[src/hdl/msi_pkg.sv]
// Functional notes
// - Status bits live at 0x14 and 0x2F
// - Enables at 0x06 and 0x2D decide interrupts
// - Gate event with enable, then set status
// - Writing 0x14 clears and rearms pending interrupts
// - Per-pin push-pull and active-high bits at 0x33
// - Sample-ready flag always live, read clears it
// - Sample flag per sample; request needs enable
// - Incline/inversion need feature bit 0
// - Any-motion needs feature bit 2, status bit 2
// - Jolt needs feature bit 3, status bit 3
// - Steep-incline needs feature bit 4, status bit 4
// - Jolt/steep need any-motion feature, not enable
// - Queue flags active only with queue enable
// - Queue-empty reads 1 after reset, enable bit 0
// - Queue-full reads 0 after reset, enable bit 1
// - Threshold flag 0, threshold count defaults 16
// - Threshold flag changes only on level crossing
// - Latched mode holds until software clears
// - Temporary latch clears on timer or software
// - Auto-clear mode clears by hardware or software
// - Global method: write 0x04/0x14 clears all
// - Global method ignores write data
// - Queue interrupts always behave latched
// - Per-bit method: 0x04 writes clear nothing
// - Per-bit: written ones clear, zeros keep
// - Per-bit: bit 5 clears all queue status bits
// - Default pins open-drain, active low
`default_nettype none

package msi_pkg;

	// Register offsets
	localparam logic [7:0] OFS_LEGACY_CLR = 8'h04;
	localparam logic [7:0] OFS_IRQ_EN     = 8'h06;
	localparam logic [7:0] OFS_FEATURE    = 8'h09;
	localparam logic [7:0] OFS_Q_STATUS   = 8'h0a;
	localparam logic [7:0] OFS_IRQ_STATUS = 8'h14;
	localparam logic [7:0] OFS_Q_CONTROL  = 8'h2d;
	localparam logic [7:0] OFS_Q_THRESH   = 8'h2e;
	localparam logic [7:0] OFS_Q_IRQ_STAT = 8'h2f;
	localparam logic [7:0] OFS_CLR_METHOD = 8'h31;
	localparam logic [7:0] OFS_PIN_CTRL   = 8'h33;
	localparam logic [7:0] OFS_TL_TIMER   = 8'h4a;

	// Field positions
	localparam int FEAT_INCLINE   = 0;
	localparam int FEAT_ANYMOTION = 2;
	localparam int FEAT_JOLT      = 3;
	localparam int FEAT_STEEP     = 4;
	localparam int STAT_QUEUE     = 5;
	localparam int STAT_SAMPLE    = 7;
	localparam int EN_SAMPLE      = 7;
	localparam int QCTL_ENABLE    = 5;
	localparam int CLR_PER_BIT    = 6;
	localparam int PIN1_PP        = 0;
	localparam int PIN1_AH        = 1;
	localparam int PIN2_PP        = 2;
	localparam int PIN2_AH        = 3;
	localparam int TL_MODE_LSB    = 6;

	// Reset values
	localparam logic [7:0] RST_ZERO   = 8'h00;
	localparam logic [7:0] RST_Q_THR  = 8'h10;
	localparam logic [2:0] RST_QFLAGS = 3'h1;

	// Sizes and timing
	localparam int unsigned Q_DEPTH_DEF = 32;
	localparam int unsigned CLK_MHZ     = 10;
	localparam int unsigned TL_UNIT_US  = 10000;
	localparam int unsigned TL_UNIT_CYC = TL_UNIT_US * CLK_MHZ;

	// Clearing behaviour of motion and sample bits
	typedef enum logic [1:0] {
		MSI_LATCHED = 2'b00,
		MSI_TEMP    = 2'b01,
		MSI_AUTO    = 2'b10
	} msi_mode_t;

	// One register port access
	typedef struct packed {
		logic       wr;
		logic       rd;
		logic [7:0] addr;
		logic [7:0] wdata;
	} msi_bus_t;

	// Two-signal pin drive
	typedef struct packed {
		logic out;
		logic oe_n;
	} msi_pin_t;

endpackage // msi_pkg

`default_nettype wire

[src/hdl/msi_tl_timer.sv]
`default_nettype none

module msi_tl_timer
	import msi_pkg::*;
#(
	parameter int unsigned UNIT_CYC = TL_UNIT_CYC
)(
	// Clocking
	input  wire logic       ref_clk,
	input  wire logic       rstn,
	input  wire logic       ce,
	// Control
	input  wire logic       run,
	input  wire logic       restart,
	input  wire logic [3:0] sel,
	// Result
	output logic            expire
);

	localparam int SW = (UNIT_CYC > 1) ? $clog2(UNIT_CYC) : 1;

	// Unit of at least one cycle, refused while elaborating
	if (UNIT_CYC < 1) begin : g_bad_unit
		$error("msi_tl_timer: UNIT_CYC must be at least 1");
	end

	logic [SW-1:0] sub_reg;  // Cycles within one unit
	logic [3:0]    step_reg; // Units elapsed

	// Period is (sel + 1) units; a fresh event restarts the wait
	always_ff @(posedge ref_clk or negedge rstn) begin
		if (!rstn) begin
			sub_reg  <= '0;
			step_reg <= 4'h0;
			expire   <= 1'b0;
		end else if (ce) begin
			expire <= 1'b0;
			if (!run || restart) begin
				sub_reg  <= '0;
				step_reg <= 4'h0;
			end else if (sub_reg == SW'(UNIT_CYC - 1)) begin
				sub_reg <= '0;
				if (step_reg == sel) begin
					expire   <= 1'b1;
					step_reg <= 4'h0;
				end else begin
					step_reg <= step_reg + 4'h1;
				end
			end else begin
				sub_reg <= sub_reg + SW'(1);
			end
		end
	end

endmodule // msi_tl_timer

`default_nettype wire

[src/hdl/msi_irq_unit.sv]
`default_nettype none

module msi_irq_unit
	import msi_pkg::*;
#(
	parameter int unsigned TL_CYC  = TL_UNIT_CYC,
	parameter int unsigned Q_DEPTH = Q_DEPTH_DEF
)(
	// Clocking and reset
	input  wire logic                         ref_clk,
	input  wire logic                         rstn,
	input  wire logic                         ce,
	input  wire logic                         software_reset,
	// Register port
	input  wire msi_bus_t                     bus,
	output logic [7:0]                        rdata,
	// Sample and motion events
	input  wire logic                         sample_done,
	input  wire logic                         z_accum_start,
	input  wire logic [4:0]                   motion_evt,
	input  wire logic [4:0]                   motion_cond,
	// Queue activity
	input  wire logic                         q_wr,
	input  wire logic                         q_rd,
	input  wire logic [$clog2(Q_DEPTH+1)-1:0] q_count,
	// Interrupt pins
	output var msi_pin_t                      first_irq_pin,
	output var msi_pin_t                      second_irq_pin
);

	localparam int QW = $clog2(Q_DEPTH + 1);

	// Threshold register is 8 bits wide, so deeper queues are refused
	if (Q_DEPTH < 2 || Q_DEPTH > 255) begin : g_bad_depth
		$error("msi_irq_unit: Q_DEPTH out of range");
	end
	if (TL_CYC < 1) begin : g_bad_unit
		$error("msi_irq_unit: TL_CYC must be at least 1");
	end

	////////////////////////////////////////////////////////////////
	// Decoding helpers

	// Write strobe for one offset
	function automatic logic wr_hit(msi_bus_t b, logic [7:0] ofs);
		return b.wr && (b.addr == ofs);
	endfunction

	// Feature gating per motion source
	function automatic logic [4:0] feat_ok(logic [7:0] f);
		logic am;
		am = f[FEAT_ANYMOTION];
		return {f[FEAT_STEEP] & am, f[FEAT_JOLT] & am, am,
			f[FEAT_INCLINE], f[FEAT_INCLINE]};
	endfunction

	////////////////////////////////////////////////////////////////
	// Register state

	logic [7:0] ien_reg;    // Interrupt enables
	logic [7:0] feat_reg;   // Motion feature enables
	logic [7:0] qctl_reg;   // Queue control
	logic [7:0] qthr_reg;   // Queue threshold count
	logic [7:0] clrm_reg;   // Clearing method
	logic [7:0] pinc_reg;   // Pin drive and polarity
	logic [7:0] tlt_reg;    // Mode and timer period
	logic [4:0] mot_reg;    // Latched motion status
	logic       srdy_reg;   // Sample-ready flag
	logic [2:0] qst_reg;    // Latched queue status
	logic [2:0] qflag_reg;  // Live queue flags
	logic [2:0] qprev_reg;  // Qualified flags last cycle
	logic [4:0] cond_reg;   // Motion conditions last cycle
	msi_pin_t   pin_reg [2]; // Pin drive flops

	msi_mode_t  mode;
	logic       tl_expire;

	// Undefined mode code falls back to latched
	always_comb begin
		unique case (tlt_reg[TL_MODE_LSB +: 2])
			2'b00:   mode = MSI_LATCHED;
			2'b01:   mode = MSI_TEMP;
			2'b10:   mode = MSI_AUTO;
			default: mode = MSI_LATCHED;
		endcase
	end

	////////////////////////////////////////////////////////////////
	// Clear decode

	logic       wr14;
	logic       wr04;
	logic       rd14;
	logic       gclr;
	logic       pclr;
	logic [4:0] mot_swclr;
	logic       srdy_swclr;
	logic       q_swclr;

	assign wr14 = wr_hit(bus, OFS_IRQ_STATUS);
	assign wr04 = wr_hit(bus, OFS_LEGACY_CLR);
	assign rd14 = bus.rd && (bus.addr == OFS_IRQ_STATUS);

	// Global method: address alone makes the pulse
	assign gclr = !clrm_reg[CLR_PER_BIT] && (wr14 || wr04);
	// Per-bit method ignores the legacy clear offset
	assign pclr = clrm_reg[CLR_PER_BIT] && wr14;

	// Software clear masks
	assign mot_swclr  = gclr ? 5'h1f : (pclr ? bus.wdata[4:0] : 5'h00);
	assign srdy_swclr = gclr || (pclr && bus.wdata[STAT_SAMPLE]) || rd14;
	assign q_swclr    = gclr || (pclr && bus.wdata[STAT_QUEUE]);

	////////////////////////////////////////////////////////////////
	// Set and hardware clear terms

	logic [4:0] mot_set;
	logic [4:0] mot_hwclr;
	logic       srdy_hwclr;
	logic [2:0] q_qual;
	logic [2:0] q_set;

	// Event masked by feature and enable before status
	assign mot_set = motion_evt & feat_ok(feat_reg) & ien_reg[4:0];

	// Timer, condition end or accumulation start clears, never queue bits
	always_comb begin
		mot_hwclr  = 5'h00;
		srdy_hwclr = 1'b0;
		unique case (mode)
			MSI_TEMP: begin
				mot_hwclr  = {5{tl_expire}};
				srdy_hwclr = tl_expire;
			end
			MSI_AUTO: begin
				mot_hwclr  = cond_reg & ~motion_cond;
				srdy_hwclr = z_accum_start;
			end
			MSI_LATCHED: begin
				mot_hwclr  = 5'h00;
				srdy_hwclr = 1'b0;
			end
		endcase
	end

	// Queue flags count only while the queue is enabled
	assign q_qual = qflag_reg & {3{qctl_reg[QCTL_ENABLE]}};
	assign q_set  = q_qual & ~qprev_reg & qctl_reg[2:0];

	////////////////////////////////////////////////////////////////
	// Configuration registers

	// Software reset returns every setting to its default
	always_ff @(posedge ref_clk or negedge rstn) begin
		if (!rstn) begin
			ien_reg  <= RST_ZERO;
			feat_reg <= RST_ZERO;
			qctl_reg <= RST_ZERO;
			qthr_reg <= RST_Q_THR;
			clrm_reg <= RST_ZERO;
			pinc_reg <= RST_ZERO;
			tlt_reg  <= RST_ZERO;
		end else if (ce) begin
			if (software_reset) begin
				ien_reg  <= RST_ZERO;
				feat_reg <= RST_ZERO;
				qctl_reg <= RST_ZERO;
				qthr_reg <= RST_Q_THR;
				clrm_reg <= RST_ZERO;
				pinc_reg <= RST_ZERO;
				tlt_reg  <= RST_ZERO;
			end else if (bus.wr) begin
				unique case (bus.addr)
					OFS_IRQ_EN:     ien_reg  <= bus.wdata;
					OFS_FEATURE:    feat_reg <= bus.wdata;
					OFS_Q_CONTROL:  qctl_reg <= bus.wdata;
					OFS_Q_THRESH:   qthr_reg <= bus.wdata;
					OFS_CLR_METHOD: clrm_reg <= bus.wdata;
					OFS_PIN_CTRL:   pinc_reg <= bus.wdata;
					OFS_TL_TIMER:   tlt_reg  <= bus.wdata;
					default:        ;  // Status and unknown offsets keep no data
				endcase
			end
		end
	end

	////////////////////////////////////////////////////////////////
	// Motion and sample status

	// A set in the clearing cycle wins, so no event is lost
	always_ff @(posedge ref_clk or negedge rstn) begin
		if (!rstn) begin
			mot_reg  <= 5'h00;
			srdy_reg <= 1'b0;
			cond_reg <= 5'h00;
		end else if (ce) begin
			if (software_reset) begin
				mot_reg  <= 5'h00;
				srdy_reg <= 1'b0;
				cond_reg <= 5'h00;
			end else begin
				mot_reg  <= mot_set | (mot_reg & ~(mot_swclr | mot_hwclr));
				// Set once per sample, no enable involved
				srdy_reg <= sample_done | (srdy_reg & ~(srdy_swclr | srdy_hwclr));
				cond_reg <= motion_cond;
			end
		end
	end

	////////////////////////////////////////////////////////////////
	// Queue flags and queue status

	// Flags move only on a queue access; threshold compare at the
	// access means it flips only when the count crosses the level
	always_ff @(posedge ref_clk or negedge rstn) begin
		if (!rstn) begin
			qflag_reg <= RST_QFLAGS;
		end else if (ce) begin
			if (software_reset) begin
				qflag_reg <= RST_QFLAGS;
			end else if (q_wr || q_rd) begin
				qflag_reg[0] <= (q_count == QW'(0));
				qflag_reg[1] <= (q_count == QW'(Q_DEPTH));
				qflag_reg[2] <= ({{(8 - QW){1'b0}}, q_count} >= qthr_reg);
			end
		end
	end

	// Queue bits ignore timer and auto-clear: latched only
	always_ff @(posedge ref_clk or negedge rstn) begin
		if (!rstn) begin
			qst_reg   <= 3'h0;
			qprev_reg <= 3'h0;
		end else if (ce) begin
			if (software_reset) begin
				qst_reg   <= 3'h0;
				qprev_reg <= 3'h0;
			end else begin
				qst_reg   <= q_set | (qst_reg & ~{3{q_swclr}});
				qprev_reg <= q_qual;
			end
		end
	end

	////////////////////////////////////////////////////////////////
	// Temporary latch timer

	msi_tl_timer #(
		.UNIT_CYC (TL_CYC)
	) u_timer (
		.ref_clk (ref_clk),
		.rstn    (rstn),
		.ce      (ce),
		.run     ((mode == MSI_TEMP) && ((|mot_reg) || srdy_reg)),
		.restart ((|mot_set) || sample_done),
		.sel     (tlt_reg[3:0]),
		.expire  (tl_expire)
	);

	////////////////////////////////////////////////////////////////
	// Read data

	// Registered answer one cycle after the read strobe
	always_ff @(posedge ref_clk or negedge rstn) begin
		if (!rstn) begin
			rdata <= 8'h00;
		end else if (ce && bus.rd) begin
			unique case (bus.addr)
				OFS_IRQ_EN:     rdata <= ien_reg;
				OFS_FEATURE:    rdata <= feat_reg;
				OFS_Q_STATUS:   rdata <= {5'h00, qflag_reg};
				OFS_IRQ_STATUS: rdata <= {srdy_reg, 1'b0, |qst_reg, mot_reg};
				OFS_Q_CONTROL:  rdata <= qctl_reg;
				OFS_Q_THRESH:   rdata <= qthr_reg;
				OFS_Q_IRQ_STAT: rdata <= {5'h00, qst_reg};
				OFS_CLR_METHOD: rdata <= clrm_reg;
				OFS_PIN_CTRL:   rdata <= pinc_reg;
				OFS_TL_TIMER:   rdata <= tlt_reg;
				default:        rdata <= 8'h00; // Unmapped reads as zero
			endcase
		end
	end

	////////////////////////////////////////////////////////////////
	// Interrupt pins

	logic [1:0] req;
	logic [1:0] pp_sel;
	logic [1:0] ah_sel;

	// Sample/motion on the first pin, queue on the second
	assign req[0] = (|mot_reg) || (srdy_reg && ien_reg[EN_SAMPLE]);
	assign req[1] = |qst_reg;
	assign pp_sel = {pinc_reg[PIN2_PP], pinc_reg[PIN1_PP]};
	assign ah_sel = {pinc_reg[PIN2_AH], pinc_reg[PIN1_AH]};

	// Open drain only pulls low, so it releases at the high level
	for (genvar p = 0; p < 2; p++) begin : g_pin
		always_ff @(posedge ref_clk or negedge rstn) begin
			if (!rstn) begin
				pin_reg[p] <= '{out: 1'b0, oe_n: 1'b1};
			end else if (ce) begin
				pin_reg[p].out  <= ah_sel[p] ? req[p] : ~req[p];
				pin_reg[p].oe_n <= pp_sel[p] ? 1'b0 : (ah_sel[p] ? req[p] : ~req[p]);
			end
		end
	end

	assign first_irq_pin  = pin_reg[0];
	assign second_irq_pin = pin_reg[1];
endmodule // msi_irq_unit

`default_nettype wire

[config.mk]
export PLATFORM = sky130hd
export DESIGN_NAME = msi_irq_unit
export DESIGN_NICKNAME = d
export VERILOG_FILES = /design/src/hdl/msi_pkg.sv /design/src/hdl/msi_tl_timer.sv /design/src/hdl/msi_irq_unit.sv
export SDC_FILE = /design/constraint.sdc
export NUM_CORES = 1
export LEC_CHECK = 0
export BUFFER_PORTS_ARGS = -buffer_cell sky130_fd_sc_hd__buf_2
export CELL_PAD_IN_SITES_DETAIL_PLACEMENT = 0
export CELL_PAD_IN_SITES_GLOBAL_PLACEMENT = 2
export CORE_ASPECT_RATIO = 1.1
export CORE_UTILIZATION = 35
export CTS_CLUSTER_DIAMETER = 150
export DETAILED_ROUTE_END_ITERATION = 7
export PLACE_DENSITY = 0.74
export SLEW_MARGIN = 5
export SYNTH_ARGS = -nofsm -noshare
export SYNTH_HDL_FRONTEND = slang
export SYNTH_SLANG_ARGS = --single-unit
export TNS_END_PERCENT = 10
[constraint.sdc]
create_clock -name ref_clk -period 1.85 [get_ports ref_clk]
set_input_delay 0 -clock ref_clk [delete_from_list [all_inputs] [get_ports ref_clk]]
set_output_delay 0 -clock ref_clk [all_outputs]
set_load 0.05 [all_outputs]
Word level (Yosys, flattened, before mapping)
Index checks and enable logic that the tools add are counted.
- bits in registers: 110
- input bits: 42
- output and inout bits: 12
- word-level logic and storage cells: 156
- add/subtract/negate cells: 2
- order comparisons: 1
- eq/ne operators: 18
- mux-type cells: 46
- bitwise logic cells: 23
- reduce and logical (&&, ||, !) cells: 45
- operators with widths (operator ; number):
    two-way mux 8 bit ; 21
    one-hot mux 8 bit (10 select lines) ; 1
    equality test 8 x 6 -> 1 bit (second input constant) ; 5
    two-way mux 17 bit ; 2
    AND reduction 3 bit ; 7
    bitwise AND 5 bit ; 4
    two-way mux 5 bit ; 4
    nonzero test 2 bit ; 10
    adder 17 x 1 -> 17 bit (second input constant) ; 1
    equality test 17 bit (second input constant) ; 1
    equality test 8 x 3 -> 1 bit (second input constant) ; 2
    equality test 8 x 4 -> 1 bit (second input constant) ; 2
    one-hot mux 5 bit (3 select lines) ; 1
    bitwise AND 3 bit ; 4
    two-way mux 3 bit ; 4
    two-way mux 4 bit ; 3
    logical AND 1 bit ; 10
    inverter 5 bit ; 2
    OR 5 bit ; 2
    OR reduction 5 bit ; 2
    logical OR 1 bit ; 9
    equality test 8 x 5 -> 1 bit (second input constant) ; 1
    equality test 8 x 7 -> 1 bit (second input constant) ; 1
    >= comparator 6 x 8 -> 1 bit ; 1
    other kinds (18) ; 35

Longest topological paths before layout
Gate-level depths: netlist of the first run.
- depth after elaboration: 11
- mapped depth: 8
- mapped depth without buffers: 7

Hierarchy
A second synthesis of the first run with hierarchy kept.
- cell total of the unflattened synthesis: 559
- area, all modules: 6002.0 µm²
- modules (own cells, without submodules) (module ; instances ; cells an instance ; area each (µm²) ; seq. area each (µm²)):
    msi_irq_unit ; 1 ; 432 ; 4772.1 ; 2207.1
    msi_tl_timer ; 1 ; 127 ; 1229.9 ; 550.5

Worst setup path after synthesis of the first run
Ideal clock, no wire load.
- kind: reg-to-reg
- start point: register u_timer.sub_reg[0]
- end point: register u_timer.sub_reg[9]
- library setup time: 0.070 ns
- arrival time: 1.911 ns
- required time: 1.780 ns
- path slack: -0.131 ns
- stages on the path, launching flop included: 9
- path buffers: 2
- clock period less this slack: 1.981 ns
- path through: dfrtp_1 -> ha_1 -> and4_1 -> and4_4 -> or4_1 -> buf_2 -> and2_4 -> buf_12 -> nor2_2
- longest elaborated chain between the ends: 3
- elaborated cells on any way between the ends: 4
- those cells by class: add/sub (1); eq/ne (1); mux (2)
- ends and longest elaborated chain (element ; RTL line ; source):
    start: declaration ; msi_tl_timer.sv:27 ; logic [SW-1:0] sub_reg;
    start signal: assignment ; msi_tl_timer.sv:50 ; sub_reg <= sub_reg + SW'(1);
    adder 17 x 1 -> 17 bit or equality test 17 bit (tied branches) ; msi_tl_timer.sv:50, msi_tl_timer.sv:41 ;
    two-way mux 17 bit * ; msi_tl_timer.sv:41 ; end else if (sub_reg == SW'(UNIT_CYC - 1)) begin
    two-way mux 17 bit * ; msi_tl_timer.sv:38 ; if (!run || restart) begin
Every way passes the cells marked *; elsewhere a longest branch is shown, timed or not.
A chain may end at the register's enable or synchronous reset.

Worst setup path in the final report of the first run
- start point: register u_timer.sub_reg[1]
- end point: register u_timer.sub_reg[15]
The elaborated chain is that of the path after synthesis.

==> flow_summary.yaml, run 1 <==
yosys:
  yosysSeqAreaShare_pct: 46.4
  syn_area_per_cell_um2: 10.5
  synthTopCellsByArea: "dfrtp_1 45%, mux2_2 10%, o21ai_0 2.7%, nand2_1 2.5%, a22oi_1 2.0%"
  async_reset_ff_share_pct: 100
  netlist.area_leader.share_pct: 44.7
  synth_cells: 565
  synthFlopType: "dfrtp_1"
  synth_area_um2: 5940
  synth-edff-count: 0
  ys_ff_latch: 110
  synth_fp_nets: 615
  yosys_warnings: 0
  synthDistinctLibCells: 62
  synth_top_area_cell: "dfrtp_1"
timing:
  worstMarginPinSlew_ns: 0.795
  rsz0062_at_grt: "true"
  clock_skew_ns: 0.00874
  setup_viol: 12
  post-route-period-util_pct: 102
  fin_tns_setup_ns: -0.216
  period_needed_ns: 1.88
  fmax_mhz: 531
  worst_slack_ns: -0.0337
  slew_viol_final: 0
  slew_headroom_pct: 45.6
  hold_viol: 0
cts:
  clockBufferDepth: 2
  clk_pin_slew_ns: 0.07
  cts_tree: "yes"
  numCtsBuffers: 9
  htreeDepth: 3
  clock_latency_ns: 0.36
  root_buffer: "clkbuf_16"
  cts.sinks: 110
drt:
  wl_per_cell_um: 20.7
  ant_nets: 0
  drt_wl_total_um: 19000
  viasPerCell: 5.56
  initialDrtViolationCount: 334
  drc: 0
  dr.pass1.iters: 5
  num_vias: 5108
setup_path:
  critical_path_class: "reg -> reg"
  critPathMaxFanout: 10
  rr_endpoint: "u_timer.sub_reg[15]"
  reg2reg_from: "u_timer.sub_reg[1]"
  cp-end-kind: "register"
  rr_worst_depth: 7
  rrSetupSlack_ns: -0.03
  crit_required_ns: 2.15
  arrival_ns: 2.18
  cp-start-kind: "register"
global_route:
  grt_pass1_vias: 5327
  grt_overflow: 0
  grt_pass1_wl_um: 30500
  use_met2_pct: 39.2
  grt_max_degree: 61
  globalRouteTotalUtil_pct: 23.0
  gr-usage-met3_pct: 4.01
  top_usage_layer: "met2"
  met1_usage_pct: 29.5
  antenna_found_initial: 1
cells_and_area:
  drive_gt1_share_pct: 35.0
  largest_reg_flops: 17
  diodes: 0
  area_delta_synth_final_pct: 26.9
  final_cells: 918
  nets: 759
power_and_ir_drop:
  power_density_nw_per_um2: 776
  leakage_nw: 3.36
  ir_worst_vdd_v: 0.000497
placed_design:
  pre_cts_ws_ns: -0.159
  place_congestion: 0.982
  port_buffers: 53
  hpwl_um: 14800
  dp_cells: 886
worst_hold_path:
  whs_endpoint: "mot_reg[0]"
  worstHoldPathCells: 4
  min_from: "motion_evt[0]"
  hold_class: "in -> reg"
job:
  maxCapViolations: 0
die:
  dieArea_um2: 17500
  die_h_um: 139
  rows: 49
  coreArea_um2: 16500
  io_pins: 54
  dieWidth_um: 126
  start_util_pct: 36.0
outcome:
  outcome: "finished with violations"
  failed_checks: "setup timing"
## worst max path at each step
stage	cells past startpoint	from	to	slack [ns]
6_report	7	u_timer.sub_reg[1]	u_timer.sub_reg[15]	-0.03
5_1_grt	7	u_timer.sub_reg[1]	u_timer.sub_reg[15]	-0.08
4_1_cts	7	u_timer.sub_reg[1]	u_timer.sub_reg[6]	-0.05
3_5_place_dp	8	bus[8]	rdata[5]	-0.16
3_3_place_gp	8	bus[8]	rdata[5]	-0.16
2_1_floorplan	8	u_timer.sub_reg[1]	u_timer.sub_reg[5]	-0.03
## synthesized netlist by cell type (all sizes together) (13+ instances only)
library cell	number
inv	20
nor2	42
a22oi	16
nor3	14
nand2	40
mux2	55
dfrtp	106
o21ai	34
clkbuf	13
nor2b	15
nand3	18
## metal layers
| layer | share of wire (%) | wire length, µm | vias up |
|---|---|---|---|
| met5 | 0 | 0 | - |
| met4 | 2.0 | 378 | 0 |
| met3 | 4.7 | 890 | 23 |
| met2 | 49 | 9290 | 151 |
| met1 | 44 | 8420 | 2547 |
| li1 | - | - | 2387 |
## repair_timing
action,CTS,global route
hold endpoints to repair,44,0
buffers inserted,0,1
hold buffers,15,0
pin swaps,1,1
setup endpoints to repair,14,21
resized for setup,3,4
## kinds of logic after synthesis
| group | count (synthesis) | synth area share [%] |
|---|---|---|
| AOI/OAI and AO/OA | 137 | 16.0 |
| xor gates and xnor gates | 18 | 2.65 |
| and+or+nand+nor | 190 | 19.2 |
| adders and majority gates | 8 | 1.68 |
| DFF | 110 | 46.4 |
| muxes | 56 | 10.6 |
| buffers and inverters | 46 | 3.41 |
## layout make-up
| class | instances | area [µm²] |
|---|---|---|
| well taps | 204 | 255 |
| flip-flops and latches | 110 | 2760 |
| fillers | 1579 | 8950 |
| multi-input cells | 409 | 3000 |
| clock buffers | 10 | 229 |
| repair buffers | 158 | 1150 |
| clock inverters | 6 | 68.8 |
| inverters | 21 | 78.8 |
## where the power goes
group          internal, mW  switching (mW)
Combinational         0.469           0.599
Sequential             2.62           0.163
Clock                  1.06           0.939
Total                  4.15            1.70
## critical path, cell delays in order, from the launching register on
cell and delay, ns:
dfrtp_1 0.39, ha_2 0.19, and4_1 0.17, and4_4 0.15
or4_4 0.47, and2_4 0.21, buf_12 0.15, nor2_4 0.09
## placed cells by master, fill, tap and decap left out, drive strengths merged, types with 4 or more instances in the layout
cell type | netlist | final
a211oi | 6 | 6
a21o | 7 | 7
a21oi | 12 | 12
a22o | 9 | 9
a22oi | 16 | 16
a31oi | 10 | 10
a32o | 4 | 4
a32oi | 8 | 8
and3 | 6 | 6
and4 | 5 | 5
buf | 12 | 143
clkbuf | 13 | 10
dfrtp | 106 | 106
dfstp | 4 | 4
dlygate4sd3 | 0 | 14
ha | 8 | 8
inv | 20 | 22
mux2 | 55 | 55
nand2 | 40 | 40
nand2b | 5 | 5
nand3 | 18 | 18
nand3b | 5 | 5
nand4 | 12 | 12
nor2 | 42 | 42
nor2b | 15 | 15
nor3 | 14 | 14
nor3b | 6 | 6
nor4b | 6 | 6
o21ai | 34 | 34
o22ai | 7 | 7
o2bb2ai | 11 | 11
xnor2 | 10 | 10
xor2 | 8 | 8
## metrics by stage
step	power, mW	util, %	hold WS (ns)	instance area [µm²]
global route	6.12	45.7	0.0242	7540
CTS	5.90	45.6	0.00246	7520
global placement	3.85	42.8	-0.00386	7060
finish	5.85	45.7	0.0180	7540
floorplan	3.36	-	-0.296	5950
detailed placement	3.88	42.8	0.00310	7060
No activity file was read; power rests on OpenSTA's default activity.
==> run 2, diff against run 1 <==
REMOVE_ABC_BUFFERS = 1   (was default)
==> flow_summary.yaml, run 2 (synthesis results as in run 1) <==
die:
  dieWidth_um: 126
  dieArea_um2: 17500
  io_pins: 54
  rows: 49
  coreArea_um2: 16500
  die_h_um: 139
  start_util_pct: 36.0
power_and_ir_drop:
  leakage_nw: 3.40
  p_sw_share_pct: 28.4
  finalPower_mw: 5.99
  power_density_nw_per_um2: 785
  power_frac_clock_pct: 35.7
  p_switching_mw: 1.70
  intPower_mw: 4.29
  comb_power_share_pct: 17.9
  seqPwrFrac_pct: 46.4
  ir_worst_vdd_v: 0.000441
global_route:
  grt_max_degree: 38
  grt_pass1_vias: 5278
  antenna_found_initial: 0
  grt_overflow: 0
  globalRouteTotalUtil_pct: 22.5
  grt_pass1_wl_um: 29900
setup_path:
  reg2reg_from: "u_timer.sub_reg[0]"
  critPathMaxFanout: 8
  crit_slowest_cell: "or4_4"
  cp_num_buf_inv: 1
  critical_path_class: "reg -> reg"
  cp-start-kind: "register"
  path_cells: "ha_2 > and4_1 > and4_4 > or4_4 > buf_6 > nor2_4 > a32o_1"
  crit_family: "simple AND/OR/NAND/NOR gates"
  arrival_ns: 2.13
  crit_required_ns: 2.15
  cp-end-kind: "register"
  critPathLaunch: "u_timer.sub_reg[0]"
  cpPeakStageDelay_ns: 0.42
timing:
  worst_slack_ns: 0.0207
  hold_viol: 0
  fmax_mhz: 547
  period_needed_ns: 1.83
  slew_viol_final: 0
  rsz0062_at_grt: "true"
  slew_headroom_pct: 58.2
  post-route-period-util_pct: 98.9
  clock_skew_ns: 0.00844
  worstMarginPinSlew_ns: 0.611
  setup_viol: 0
cts:
  cts_tree: "yes"
  clk_pin_slew_ns: 0.08
  htreeDepth: 3
  clock_latency_ns: 0.36
  root_buffer: "clkbuf_16"
  cts.sinks: 110
  numCtsBuffers: 9
  clockBufferDepth: 2
cells_and_area:
  final_cell_mix: "106 x dfrtp_1, 93 x buf_4, 55 x mux2_2"
  final_util_pct: 46.2
  largest_reg_flops: 17
  diodes: 0
  nets: 765
  final_common_cell: "dfrtp_1"
  area_delta_synth_final_pct: 28.4
  drive_gt1_share_pct: 36.3
placed_design:
  pre_cts_ws_ns: -0.157
  hpwl_um: 14200
  port_buffers: 53
  place_congestion: 0.875
drt:
  initialDrtViolationCount: 311
  dr.pass1.iters: 6
  wl_per_cell_um: 20.3
  drt_wl_total_um: 18700
  ant_nets: 0
  viasPerCell: 5.51
  num_vias: 5094
  drc: 0
job:
  maxCapViolations: 0
outcome:
  outcome: "finished, final reports clean"
worst_hold_path:
  min_from: "q_count[2]"
  hold_class: "in -> reg"
[run 2: cell types whose count changed in the layout (fill, tap and decap cells not counted), sizes merged]
cell	before	now
buf	143	150
bufinv	1	2
clkbuf	10	9
dlymetal6s4s	1	0
[run 2: worst paths after layout]
check	to	slack, ns	cells past startpoint
max in group asynchronous	qflag_reg[0]	0.94	3
max reg2reg	u_timer.sub_reg[6]	0.02	7
max	u_timer.sub_reg[6]	0.02	7
min reg2reg	first_irq_pin[0]	0.46	1
min in group asynchronous	pinc_reg[2]	0.18	2
min	qflag_reg[0]	0.02	4
[run 2: worst min-delay path, stage by stage]
cell     delay (ns)
buf_2          0.10
nor2_1         0.05
a31oi_1        0.17
a21oi_1        0.05
[run 2: stage by stage]
stage | hold slack, ns | instances | area [µm²] | TNS (ns)
after floorplan | -0.296 | 540 | 5820 | -1.55
after global placement | 0.0227 | 893 | 7110 | -0.620
after detailed placement | 0.0311 | 893 | 7110 | -0.813
after CTS | 0.00774 | 924 | 7600 | 0
after global routing | 0.0316 | 924 | 7630 | -0.523
final | 0.0229 | 924 | 7630 | 0
[run 2: repair_timing]
action | CTS | global route
buffers inserted | 1 | 0
endpoints found under the setup margin | 13 | 20
hold endpoints to repair | 44 | 0
resized for setup | 7 | 5
hold buffers | 14 | 0
pin swaps | 4 | 0
[run 2: metal layers]
metal / share of wire [%] / vias up / routed length (µm) / track usage, %
met3: 3.4 / 34 / 634 / 3.20
met5: 0 / - / 0 / 0
li1: - / 2399 / - / -
met2: 48 / 129 / 8940 / 36.5
met1: 46 / 2532 / 8610 / 30.0
met4: 3.0 / 0 / 562 / 9.58
[run 2: layout make-up]
type                       instances  area [µm²]
clock buffer                       9         225
clock inverter                     7        95.1
fill                            1562        8870
inverter                          21        78.8
multi-input combinational        409        3020
sequential                       110        2760
tap                              204         255
timing repair buffer             164        1190
[run 2: power groups by stage]
stage          clock (mW)  sequential, mW  combinational [mW]
4_1_cts              2.17            2.78                1.07
6_report             2.14            2.78                1.07
5_1_grt              2.29            2.80                1.16
2_1_floorplan           0            2.86               0.446
3_5_place_dp            0            2.82                1.04
3_3_place_gp            0            2.81                1.02
==> run 3, diff against run 2 <==
ABC_AREA = 1   (was default)
CORE_UTILIZATION = 32   (was 35)
PLACE_DENSITY = 0.76   (was 0.74)
SLEW_MARGIN = 10   (was 5)
==> flow_summary.yaml, run 3 <==
cells_and_area:
  final_cell_mix: "245 x nand2_1, 106 x dfrtp_1, 102 x nand3_1"
  design_area_um2: 7240
  largest_reg_flops: 17
  drive_gt1_share_pct: 16.2
  final_common_cell: "nand2_1"
  final_cells: 1151
  diodes: 0
  nets: 949
  area_delta_synth_final_pct: 16.5
  final_util_pct: 37.9
worst_hold_path:
  worstHoldPathCells: 3
  hold_class: "in -> reg"
  whs_endpoint: "qthr_reg[4]"
  min_from: "software_reset"
global_route:
  grt_pass1_wl_um: 32100
  globalRouteTotalUtil_pct: 21.4
  grt_pass1_vias: 5708
  antenna_found_initial: 0
  grt_overflow: 0
  grt_max_degree: 111
timing:
  hold_viol: 0
  worstMarginPinSlew_ns: 0.688
  post-route-period-util_pct: 87.3
  period_needed_ns: 1.61
  rsz0062_at_grt: "true"
  clock_skew_ns: 0.0170
  slew_headroom_pct: 54.1
  fmax_mhz: 619
  setup_viol: 0
  slew_viol_final: 0
outcome:
  outcome: "finished, final reports clean"
setup_path:
  crit_slowest_cell: "dfrtp_1"
  cp_num_buf_inv: 0
  path_cells: "ha_1 > nand3_1 > nor2_1 > nand2_1 > nor3_1 > nand3_1 > nand2_1 > nor2_1"
  rrSetupSlack_ns: 0.24
  cp-end-kind: "register"
  crit_family: "simple AND/OR/NAND/NOR gates"
  rr_worst_depth: 8
  crit_required_ns: 2.10
  critical_path_class: "reg -> reg"
  critPathMaxFanout: 5
  cpPeakStageDelay_ns: 0.41
  rr_endpoint: "u_timer.sub_reg[16]"
  cp-start-kind: "register"
  reg2reg_from: "u_timer.sub_reg[0]"
  arrival_ns: 1.86
die:
  die_h_um: 148
  dieArea_um2: 20000
  coreArea_um2: 19100
  start_util_pct: 32.6
  dieWidth_um: 135
  rows: 53
  io_pins: 54
yosys:
  yosys_warnings: 0
  ys_ff_latch: 110
  synth_top_area_cell: "dfrtp_1"
  synthFlopType: "dfrtp_1"
  synth_area_um2: 6220
  synth-edff-count: 0
  synth_cells: 824
  syn_area_per_cell_um2: 7.55
  synth_top_cells_by_count: "245 x nand2_1, 106 x dfrtp_1, 102 x nand3_1"
  netlist.area_leader.share_pct: 42.6
  synth.most_common_cell: "nand2_1"
  synthTopCellsByArea: "dfrtp_1 43%, nand2_1 15%, nand3_1 8.2%, nor2_1 5.6%, inv_1 3.5%"
  yosysSeqAreaShare_pct: 44.3
  async_reset_ff_share_pct: 100
  synthDistinctLibCells: 36
drt:
  viasPerCell: 4.84
  ant_nets: 0
  dr.pass1.iters: 5
  wl_per_cell_um: 17.4
  drc: 0
  initialDrtViolationCount: 320
  num_vias: 5576
  drt_wl_total_um: 20000
placed_design:
  placed_area_um2: 6830
  dp_cells: 1123
  hpwl_um: 14900
  port_buffers: 53
  place_congestion: 0.809
cts:
  numCtsBuffers: 9
  clockBufferDepth: 2
  htreeDepth: 3
  clock_latency_ns: 0.36
  clk_pin_slew_ns: 0.08
  post_cts_resized: 0
  cts_tree: "yes"
  postCtsSetupBuffers: 0
  cts.sinks: 110
  root_buffer: "clkbuf_16"
power_and_ir_drop:
  power_density_nw_per_um2: 785
  leakage_nw: 3.54
  ir_worst_vdd_v: 0.000458
job:
  maxCapViolations: 0
run 3: per-layer routing:
layer	up-vias	global-route usage, %	share of wire, %
met5	-	0	0
met4	0	5.56	1.4
met3	16	2.90	3.0
met2	110	36.3	48
met1	2606	28.5	47
li1	2844	-	-
run 3: through the flow:
step	setup TNS [ns]	power [mW]	hold WS, ns	setup WS [ns]
final	0	5.69	0.0375	0.235
after global routing	-0.00542	6.00	0.0479	-0.00542
after CTS	0	5.77	0.0214	0.229
after detailed placement	0	3.69	0.145	0.230
after global placement	0	3.68	0.140	0.263
after floorplan	0	3.31	-0.296	0.468
run 3: worst max path at each step:
stage                                   from                   to  slack [ns]  cells past startpoint
after floorplan           u_timer.sub_reg[0]  u_timer.sub_reg[16]        0.47                      8
after global placement    u_timer.sub_reg[0]  u_timer.sub_reg[16]        0.26                      8
after detailed placement  u_timer.sub_reg[0]  u_timer.sub_reg[16]        0.23                      8
after CTS                 u_timer.sub_reg[0]  u_timer.sub_reg[16]        0.23                      8
after global routing      u_timer.sub_reg[0]  u_timer.sub_reg[16]      -0.005                      9
final                     u_timer.sub_reg[0]  u_timer.sub_reg[16]        0.24                      8
run 3: power by group:
group          switching [mW]  leakage, nW  internal, mW
logic                   0.593         1.94         0.283
registers               0.162         1.45          2.61
clock network           0.937        0.148          1.10
total                    1.69         3.54          4.00
run 3: cell families after synthesis:
kind of cell,count (synthesis),synth area share (%)
buffers and inverters,86,6.15
adders and majority gates,8,1.61
AOI/OAI and AO/OA,91,8.67
xor gates and xnor gates,13,1.83
DFF,110,44.3
and+or+nand+nor,516,37.4
run 3: worst register-to-register path, stage by stage (launching register included):
cell and delay, ns:
dfrtp_1 0.41, ha_1 0.19, nand3_1 0.15, nor2_1 0.23, nand2_1 0.10, nor3_1 0.20
nand3_1 0.11, nand2_1 0.08, nor2_1 0.04
run 3: layout make-up:
cell class | count | area [µm²]
Clock buffer | 12 | 246
Timing Repair Buffer | 86 | 558
Clock inverter | 4 | 52.6
Inverter | 64 | 240
Multi-Input combinational cell | 628 | 3080
Tap cell | 247 | 309
Sequential cell | 110 | 2760
Fill cell | 2051 | 11900
run 3: timing repair:
action | CTS | global route
hold buffers | 12 | 0
endpoints found under the setup margin | 0 | 1
hold endpoints to repair | 115 | 0
